File: config.mk
export PLATFORM = sky130hd
export DESIGN_NAME = srseq_device_flat
export DESIGN_NICKNAME = d
export VERILOG_FILES = /design/src/design/srseq_pkg.sv /design/src/design/srseq_if.sv /design/src/design/srseq_device.sv /design/src/flat_wrapper.sv
export SDC_FILE = /design/constraint.sdc
export NUM_CORES = 1
export LEC_CHECK = 0
export ABC_AREA = 1
export BUFFER_PORTS_ARGS = -buffer_cell sky130_fd_sc_hd__buf_4
export CELL_PAD_IN_SITES_DETAIL_PLACEMENT = 2
export CELL_PAD_IN_SITES_GLOBAL_PLACEMENT = 2
export CORE_MARGIN = 2
export CORE_UTILIZATION = 29
export DETAILED_ROUTE_END_ITERATION = 7
export PLACE_DENSITY = 0.88
export SYNTH_ARGS = -nofsm -noshare
export SYNTH_HDL_FRONTEND = slang
export SYNTH_SLANG_ARGS = --single-unit
File: constraint.sdc
create_clock -name sys_clk_in -period 1.6 [get_ports sys_clk_in]
set_input_delay 0.16 -clock sys_clk_in [delete_from_list [all_inputs] [get_ports sys_clk_in]]
set_output_delay 0.16 -clock sys_clk_in [all_outputs]
set_load 0.005 [all_outputs]
File: src/design/srseq_pkg.sv
// Shared constants and types for the supply rail sequencer and its host
package srseq_pkg;
   localparam int SRSEQ_OUTS = 4;
   localparam int SRSEQ_DRV_W = 16;
   localparam int SRSEQ_CNT_W = 16;
   // Step time from an internal 100 kohm and the external capacitor
   localparam real SRSEQ_R_KOHM = 100.0;
   localparam real SRSEQ_CAP_NF = 1.0;
   localparam real SRSEQ_LN2 = 0.6931471805599453;
   localparam real SRSEQ_CLK_NS = 10.0;
   // kohm * nF = us; times 1000 for ns
   localparam real SRSEQ_TSTEP_NS = 2.0 * SRSEQ_LN2 * SRSEQ_R_KOHM * SRSEQ_CAP_NF * 1000.0;
   localparam int SRSEQ_STEP_CYC = int'(SRSEQ_TSTEP_NS / SRSEQ_CLK_NS);
   localparam logic [SRSEQ_OUTS-1:0] SRSEQ_ALL_OFF = 4'h0;
   localparam logic [SRSEQ_OUTS-1:0] SRSEQ_ALL_ON = 4'hF;
   typedef enum logic [3:0]
   {
      SRSEQ_OFF = 4'h1,
      SRSEQ_RISE = 4'h2,
      SRSEQ_ON = 4'h4,
      SRSEQ_FALL = 4'h8
   } srseq_state_t;
   typedef enum logic [4:0]
   {
      SRSEQ_H_IDLE = 5'h01,
      SRSEQ_H_WAIT_ON = 5'h02,
      SRSEQ_H_UP = 5'h04,
      SRSEQ_H_WAIT_OFF = 5'h08,
      SRSEQ_H_DOWN = 5'h10
   } srseq_hstate_t;
endpackage

File: src/design/srseq_if.sv
// Link between the sequencer device and its host controller
`timescale 1ns/1ps
`default_nettype none
interface srseq_if;
   import srseq_pkg::*;
   logic sequence_trigger;
   logic driver_power_down;
   logic [SRSEQ_DRV_W-1:0] driver_inputs;
   logic [SRSEQ_OUTS-1:0] supply_enable_outputs;
   logic driver_active;
   modport device (
      input sequence_trigger,
      input driver_power_down,
      input driver_inputs,
      output supply_enable_outputs,
      output driver_active
   );
   modport host (
      output sequence_trigger,
      output driver_power_down,
      output driver_inputs,
      input supply_enable_outputs,
      input driver_active
   );
endinterface
`default_nettype wire

File: src/design/srseq_device.sv
// Sequencer device end: steps four supply enables on and off
`timescale 1ns/1ps
`default_nettype none
module srseq_device
#(
   parameter int STEP_CYC = srseq_pkg::SRSEQ_STEP_CYC
)
(
   input wire logic sys_clk_in,
   input wire logic rstn_in,
   srseq_if.device link,
   output logic [srseq_pkg::SRSEQ_DRV_W-1:0] driver_stage_out,
   output logic busy_out
);
   import srseq_pkg::*;

   // Zero-length steps mean nothing; longer ones overflow the counter
   if (STEP_CYC < 1 || STEP_CYC >= (1 << SRSEQ_CNT_W))
   begin : g_bad_step
      $error("STEP_CYC out of range");
   end

   // Compare against the last count so a step lasts exactly STEP_CYC edges
   // Limitation: step time is fixed per build, not trimmed at run time
   localparam logic [SRSEQ_CNT_W-1:0] STEP_LAST = SRSEQ_CNT_W'(STEP_CYC - 1);

   // Enables are thermometer coded: every bit below the top set bit is set
   srseq_state_t state_ff;
   logic [SRSEQ_OUTS-1:0] en_ff;
   logic [SRSEQ_OUTS-1:0] en_up;
   logic [SRSEQ_OUTS-1:0] en_down;
   logic [SRSEQ_CNT_W-1:0] cnt_ff;
   logic sequence_trigger_d_ff;
   logic [SRSEQ_DRV_W-1:0] drv_ff;
   logic act_ff;
   logic sequence_trigger_rise;
   logic step_due;
   logic at_top;
   logic at_bottom;

   function automatic logic is_stepping(input srseq_state_t st);
      return (st == SRSEQ_RISE) || (st == SRSEQ_FALL);
   endfunction

   // Up: each enable takes its lower neighbour, bit 0 a one; down: its upper one, the top bit a zero
   for (genvar b = 0; b < SRSEQ_OUTS; b++)
   begin : g_step
      if (b == 0)
      begin : g_up_first
         assign en_up[b] = 1'b1;
      end
      else
      begin : g_up_next
         assign en_up[b] = en_ff[b-1];
      end
      if (b == SRSEQ_OUTS - 1)
      begin : g_down_last
         assign en_down[b] = 1'b0;
      end
      else
      begin : g_down_next
         assign en_down[b] = en_ff[b+1];
      end
   end

   // Full and empty are judged on the value the step is about to load
   assign at_top = (en_up == SRSEQ_ALL_ON);
   assign at_bottom = (en_down == SRSEQ_ALL_OFF);
   // A trigger held high for several cycles still counts once
   assign sequence_trigger_rise = link.sequence_trigger && !sequence_trigger_d_ff;
   assign step_due = (cnt_ff == STEP_LAST);

   // Edge detector resets to the idle low level, so reset makes no false edge
   always_ff @(posedge sys_clk_in)
   begin
      if (!rstn_in)
      begin
         sequence_trigger_d_ff <= 1'b0;
      end
      else
      begin
         sequence_trigger_d_ff <= link.sequence_trigger;
      end
   end

   // First step also waits a full period after the trigger
   always_ff @(posedge sys_clk_in)
   begin
      if (!rstn_in || !is_stepping(state_ff) || step_due)
      begin
         cnt_ff <= '0;
      end
      else
      begin
         cnt_ff <= cnt_ff + 1'b1;
      end
   end

   // Settled states wait for a trigger edge; stepping ones for the last step
   always_ff @(posedge sys_clk_in)
   begin
      if (!rstn_in)
      begin
         state_ff <= SRSEQ_OFF;
      end
      else
      begin
         unique case (state_ff)
            SRSEQ_OFF:
            begin
               if (sequence_trigger_rise)
               begin
                  state_ff <= SRSEQ_RISE;
               end
            end
            SRSEQ_RISE:
            begin
               // Triggers are not looked at until the order has finished
               if (step_due && at_top)
               begin
                  state_ff <= SRSEQ_ON;
               end
            end
            SRSEQ_ON:
            begin
               if (sequence_trigger_rise)
               begin
                  state_ff <= SRSEQ_FALL;
               end
            end
            SRSEQ_FALL:
            begin
               if (step_due && at_bottom)
               begin
                  state_ff <= SRSEQ_OFF;
               end
            end
         endcase
      end
   end

   // Only the stepping states move the enables, one bit per step
   always_ff @(posedge sys_clk_in)
   begin
      if (!rstn_in)
      begin
         en_ff <= SRSEQ_ALL_OFF;
      end
      else if (step_due && state_ff == SRSEQ_RISE)
      begin
         en_ff <= en_up;
      end
      else if (step_due && state_ff == SRSEQ_FALL)
      begin
         en_ff <= en_down;
      end
   end

   // Status tracks the pin one cycle late, like the data stage
   always_ff @(posedge sys_clk_in)
   begin
      if (!rstn_in)
      begin
         act_ff <= 1'b0;
      end
      else
      begin
         act_ff <= !link.driver_power_down;
      end
   end

   // Driver stage follows inputs only while not powered down
   always_ff @(posedge sys_clk_in)
   begin
      if (!rstn_in)
      begin
         drv_ff <= '0;
      end
      else if (link.driver_power_down)
      begin
         drv_ff <= '0;
      end
      else
      begin
         drv_ff <= link.driver_inputs;
      end
   end

   // Busy lags the state by a cycle; it is the only sign of ignored triggers
   always_ff @(posedge sys_clk_in)
   begin
      if (!rstn_in)
      begin
         busy_out <= 1'b0;
      end
      else
      begin
         busy_out <= is_stepping(state_ff);
      end
   end

   // Link outputs come straight from flip-flops
   assign link.supply_enable_outputs = en_ff;
   assign link.driver_active = act_ff;
   assign driver_stage_out = drv_ff;
endmodule
`default_nettype wire

File: src/flat_wrapper.sv
// flat-port wrapper written by rule: the top's interface ports become plain ports
module srseq_device_flat import srseq_pkg::*;
#(
   parameter int STEP_CYC = srseq_pkg::SRSEQ_STEP_CYC
)
  (sys_clk_in, rstn_in, driver_stage_out, busy_out, link_sequence_trigger, link_driver_power_down, link_driver_inputs, link_supply_enable_outputs, link_driver_active);
  srseq_if link_i ();
  input wire logic sys_clk_in;
  input wire logic rstn_in;
  output logic [srseq_pkg::SRSEQ_DRV_W-1:0] driver_stage_out;
  output logic busy_out;
  input wire logic [$bits(link_i.sequence_trigger)-1:0] link_sequence_trigger;
  input wire logic [$bits(link_i.driver_power_down)-1:0] link_driver_power_down;
  input wire logic [$bits(link_i.driver_inputs)-1:0] link_driver_inputs;
  output wire logic [$bits(link_i.supply_enable_outputs)-1:0] link_supply_enable_outputs;
  output wire logic [$bits(link_i.driver_active)-1:0] link_driver_active;
  assign link_i.sequence_trigger = link_sequence_trigger;
  assign link_i.driver_power_down = link_driver_power_down;
  assign link_i.driver_inputs = link_driver_inputs;
  assign link_supply_enable_outputs = link_i.supply_enable_outputs;
  assign link_driver_active = link_i.driver_active;
  srseq_device #(.STEP_CYC(STEP_CYC)) u_core (.sys_clk_in(sys_clk_in), .rstn_in(rstn_in), .link(link_i), .driver_stage_out(driver_stage_out), .busy_out(busy_out));
endmodule
Yosys cells after proc, flatten, opt, wreduce, memory -nomap -nowiden:

Index checks and enable logic that the tools add are counted.

* bits in registers: 43
* input port bits: 20
* output and inout port bits: 22

* $add $sub $neg: 1
* equal/unequal tests: 10
* mux-type cells: 7
* bitwise gates (word level): 1
* reduce and logical (&&, ||, !) cells: 16

Operator list (count)
* 4-bit two-way mux: 6
* 16-bit by 1-bit adder with 16-bit output, second input constant: 1
* 16-bit by 14-bit == test with 1-bit output, second input constant: 1
* 4-bit case mux with 4 select lines: 1
* 1-bit logical AND: 5
* 4-bit by 1-bit == test with 1-bit output, second input constant: 1
* 4-bit by 2-bit == test with 1-bit output, second input constant: 1
* 4-bit by 3-bit == test with 1-bit output, second input constant: 1
* 4-bit == test, second input constant: 1
* 1-bit logical NOT: 4
* 4-bit logical NOT: 1
* 2-bit by 1-bit inequality test with 1-bit output, second input constant: 2
* 2-bit inequality test, second input constant: 2
* 4-bit AND reduction: 1
* 3-bit == test, second input constant: 1
* 1-bit logical OR: 3
* 2-bit nonzero test: 1
* 2-bit OR reduction: 1
* 1-bit inverter: 1

Depth between registers and ports, before layout:

* depth in word-level cells: 5
* gate-level depth with buffers: 9

Worst setup path after synthesis:

No wires, ideal clock.

* path kind: register to register
* from: reg u_core.cnt_ff[0]
* to: reg u_core.cnt_ff[14]
* arrival time: 1.198 ns
* data required time: 1.491 ns
* path slack: 0.293 ns
* cell stages (with the launch flop): 8
* path buffers: 0
* period minus slack after synthesis: 1.307 ns
* path through: dfxtp_1 > ha_1 > nand2_1 > nor3_1 > nand3_1 > xor2_1 > nand2_1 > inv_1

* cells in the longest elaborated chain, start to end: 2
* elaborated cells on any way between the ends: 3

RTL lines
* start, declared: RTL line srseq_device.sv:32 `logic [SRSEQ_CNT_W-1:0] cnt_ff;`
* start signal, assigned: RTL line srseq_device.sv:95 `cnt_ff <= cnt_ff + 1'b1;`
* parallel branches: the longest is 2 deep, another holds 16-bit by 1-bit adder with 16-bit output

Parallel ways; which one is timed is not known.
A chain may end at the register's enable or synchronous reset.

Worst setup path in the final report:

* from: reg u_core.cnt_ff[0]
* to: reg u_core.cnt_ff[12]

Same word-level chain as after synthesis.

==> impl_metrics.json <==
{
  "ys_seq_area_frac": 0.451,
  "core-area_mm2": 0.00635,
  "portBuffers": 41,
  "skew_ns": 0.00719,
  "synth_top_cell_by_area": "dfxtp_1",
  "fmax_mhz": 659,
  "clock-sinks": 43,
  "slew_violations": 0,
  "cp.required_ns": 1.80,
  "ys_types": 26,
  "path_cells": "inv_1 > ha_2 > nand4_1 > nor2_1 > nand2_1 > nand3_4 > inv_1 > nand3_1 > inv_1",
  "critPathMaxFanout": 12,
  "criticalPathCategory": "register to register",
  "grt_first_pass_wirelength_um": 9810,
  "die_y_um": 85.1,
  "rsz0062_at_grt": "no",
  "status": "completed",
  "diodes": 0,
  "hold_class": "primary input to register",
  "clockBufferDepth": 2,
  "wl_per_cell_um": 15.1,
  "holdBufCountCts": 0,
  "clk-insertion-delay-late_ns": 0.30,
  "clk_pin_slew_ns": 0.08,
  "via_count": 1791,
  "grt_max_degree": 17,
  "pwr_density_cell_mw_per_mm2": 988,
  "routed_wl_um": 5840,
  "cts_tree": "yes",
  "place_area_mm2": 0.00230,
  "crit_path_start_kind": "register",
  "synth.top_cell.area_share": 0.451,
  "postSynthAreaPerCell_um2": 7.28,
  "setup_violations": 0,
  "synthesis.area_mm2": 0.00191,
  "synth.ff_latch_count": 43,
  "first_global_vias": 2025,
  "overflow": 0,
  "cts-htree-levels": 2,
  "r2r_setup_slack_ns": 0.08,
  "cts_made_buffers": 5,
  "gr-usage-all-layers": 0.171,
  "hold_viol": 0,
  "crit_path_frequent_cell": "inv_1",
  "finalCritPeriodShare": 0.948,
  "slowest_delay_ns": 0.35,
  "grt_antenna_before_repair": 0,
  "drtAntennaViolNets": 0,
  "ir_worst_vdd_v": 0.000512,
  "hpwl_um": 4550,
  "final_area_mm2": 0.00245,
  "leakage_nw": 1.12,
  "synthTopCellsByArea": "dfxtp_1 (45%), nor2_1 (11%), inv_1 (9.8%)",
  "drt_iter0_markers": 27,
  "die_x_um": 85.1,
  "drtPass1Iterations": 5,
  "syn_to_final_growth_pct": 28.4,
  "fp-row-count": 29,
  "clockRootBuffer": "clkbuf_8",
  "io_pins": 42,
  "slew_headroom": 0.687,
  "worstMarginPinSlew_ns": 0.468,
  "maxCapViolCount": 0,
  "drc": 0,
  "initial_utilization": 0.300,
  "period_needed_ns": 1.52,
  "cp_data_arrival_time_ns": 1.72,
  "critPathCaptureType": "register",
  "yosys_warnings": 0,
  "synth.net_count": 284,
  "dieArea_mm2": 0.00724,
  "layout.nets": 332,
  "setup_tns_ns": 0,
  "drive_gt1_frac": 0.232,
  "gp_congestion": 0.784,
  "synth_cells": 262,
  "vias_per_cell": 4.63,
  "slowest_stage": "dfxtp_2"
}
-- path summary, 6_finish.rpt --
| path | startpoint | end | depth (start not counted) |
|---|---|---|---|
| setup / recovery | u_core.cnt_ff[0] | u_core.cnt_ff[12] | 9 |
| setup reg to reg | u_core.cnt_ff[0] | u_core.cnt_ff[12] | 9 |
| hold reg to reg | u_core.cnt_ff[0] | u_core.cnt_ff[0] | 1 |
| hold / removal | link_driver_power_down | u_core.link.driver_active | 2 |
-- repair_timing --
item / in CTS / in global routing
setup endpoints to repair: 0 / 11
setup buffers: 0 / 2
resized for setup: 0 / 10
-- cells in the mapped netlist --
cell,count
a21oi_1,9
buf_2,1
buf_6,1
clkbuf_2,1
dfxtp_1,43
ha_1,2
inv_1,50
inv_2,1
nand2_1,43
nand2_2,2
nand2_4,1
nand3_1,17
nand3_2,2
nand3_4,1
nand3b_1,2
nand4_1,6
nor2_1,56
nor2_2,2
nor2_4,3
nor3_1,4
nor3b_1,1
o21ai_0,1
o21ai_1,2
o21ai_4,1
xnor2_1,2
xor2_1,8
-- critical path: cells and delay by family, from the launching register on --
family                   cells  cell delay, ns
adder cells (fa/ha/maj)      1            0.19
buffers and inverters        3            0.21
flip-flops                   1            0.35
AND/OR/NAND/NOR              5            0.67
-- cell families after synthesis --
logic type | share of synthesized area
xor+xnor | 0.0459
flops | 0.451
simple gates | 0.338
buf+inv | 0.112
fa+ha+maj | 0.0131
compound gates | 0.0400
-- registers in the layout (all words and copies together) (netlist names) --
signal,flops
u_core.state_ff,4
u_core.sequence_trigger_d_ff,1
u_core.busy_out,1
u_core.cnt_ff,16
u_core.driver_stage_out,16
u_core.link.supply_enable_outputs,4
u_core.link.driver_active,1
-- power by group --
group | switching, W | internal (W) | total, W
Combinational | 0.000257 | 0.000159 | 0.000416
Sequential | 0.0000398 | 0.00112 | 0.00116
Clock | 0.000383 | 0.000456 | 0.000840
-- layout by cell type (no fill, tap or decap) --
cell,Yosys,layout
buf_4,0,44
nand3b_1,2,2
xor2_1,8,8
o21ai_1,2,2
o21ai_4,1,1
nand2_1,43,42
inv_2,1,1
clkinvlp_4,0,1
inv_1,50,50
clkbuf_8,0,5
o21ai_0,1,1
nor3b_1,1,1
nor3_2,0,1
dfxtp_2,0,2
nor2_2,2,3
nor2_1,56,53
nand3_2,2,2
nand4_1,6,6
nor3_1,4,3
a21oi_1,9,9
xnor2_1,2,2
nor2_4,3,5
nand3_1,17,17
dfxtp_1,43,41
ha_2,0,1
nand2_2,2,3
bufinv_16,0,1
nand2_4,1,1
nand3_4,1,1
ha_1,2,1
-- through the flow --
stage                     utilization  hold WS [ns]  setup WS [ns]  instances  total power [W]
final                           0.386        0.0235         0.0834        387          0.00242
after floorplan                     -         0.244          0.293        262          0.00143
after detailed placement        0.362         0.342         0.0496        378          0.00157
after global routing            0.386        0.0246        0.00233        387          0.00254
after CTS                       0.379        0.0133        0.00958        385          0.00244
after global placement          0.362         0.330          0.168        378          0.00154
-- cell type report --
class | count | area [um2]
clock inverter | 2 | 37.5
inverter | 51 | 191
tap | 77 | 96.3
timing repair buffer | 44 | 330
clock buffer | 5 | 68.8
multi-input combinational | 165 | 861
fill | 755 | 3900
sequential | 43 | 863
-- routing by layer --
layer  vias to the layer above  part of all wire  routed length [um]  GRT usage
met5                         -                 0                   0          0
met4                         0             0.016                  93     0.0447
met3                        11             0.040                 235     0.0409
met2                        39              0.52                3050      0.300
met1                       855              0.42                2460      0.209
li1                        886                 -                   -          -
(Power assumes the default switching activity.)
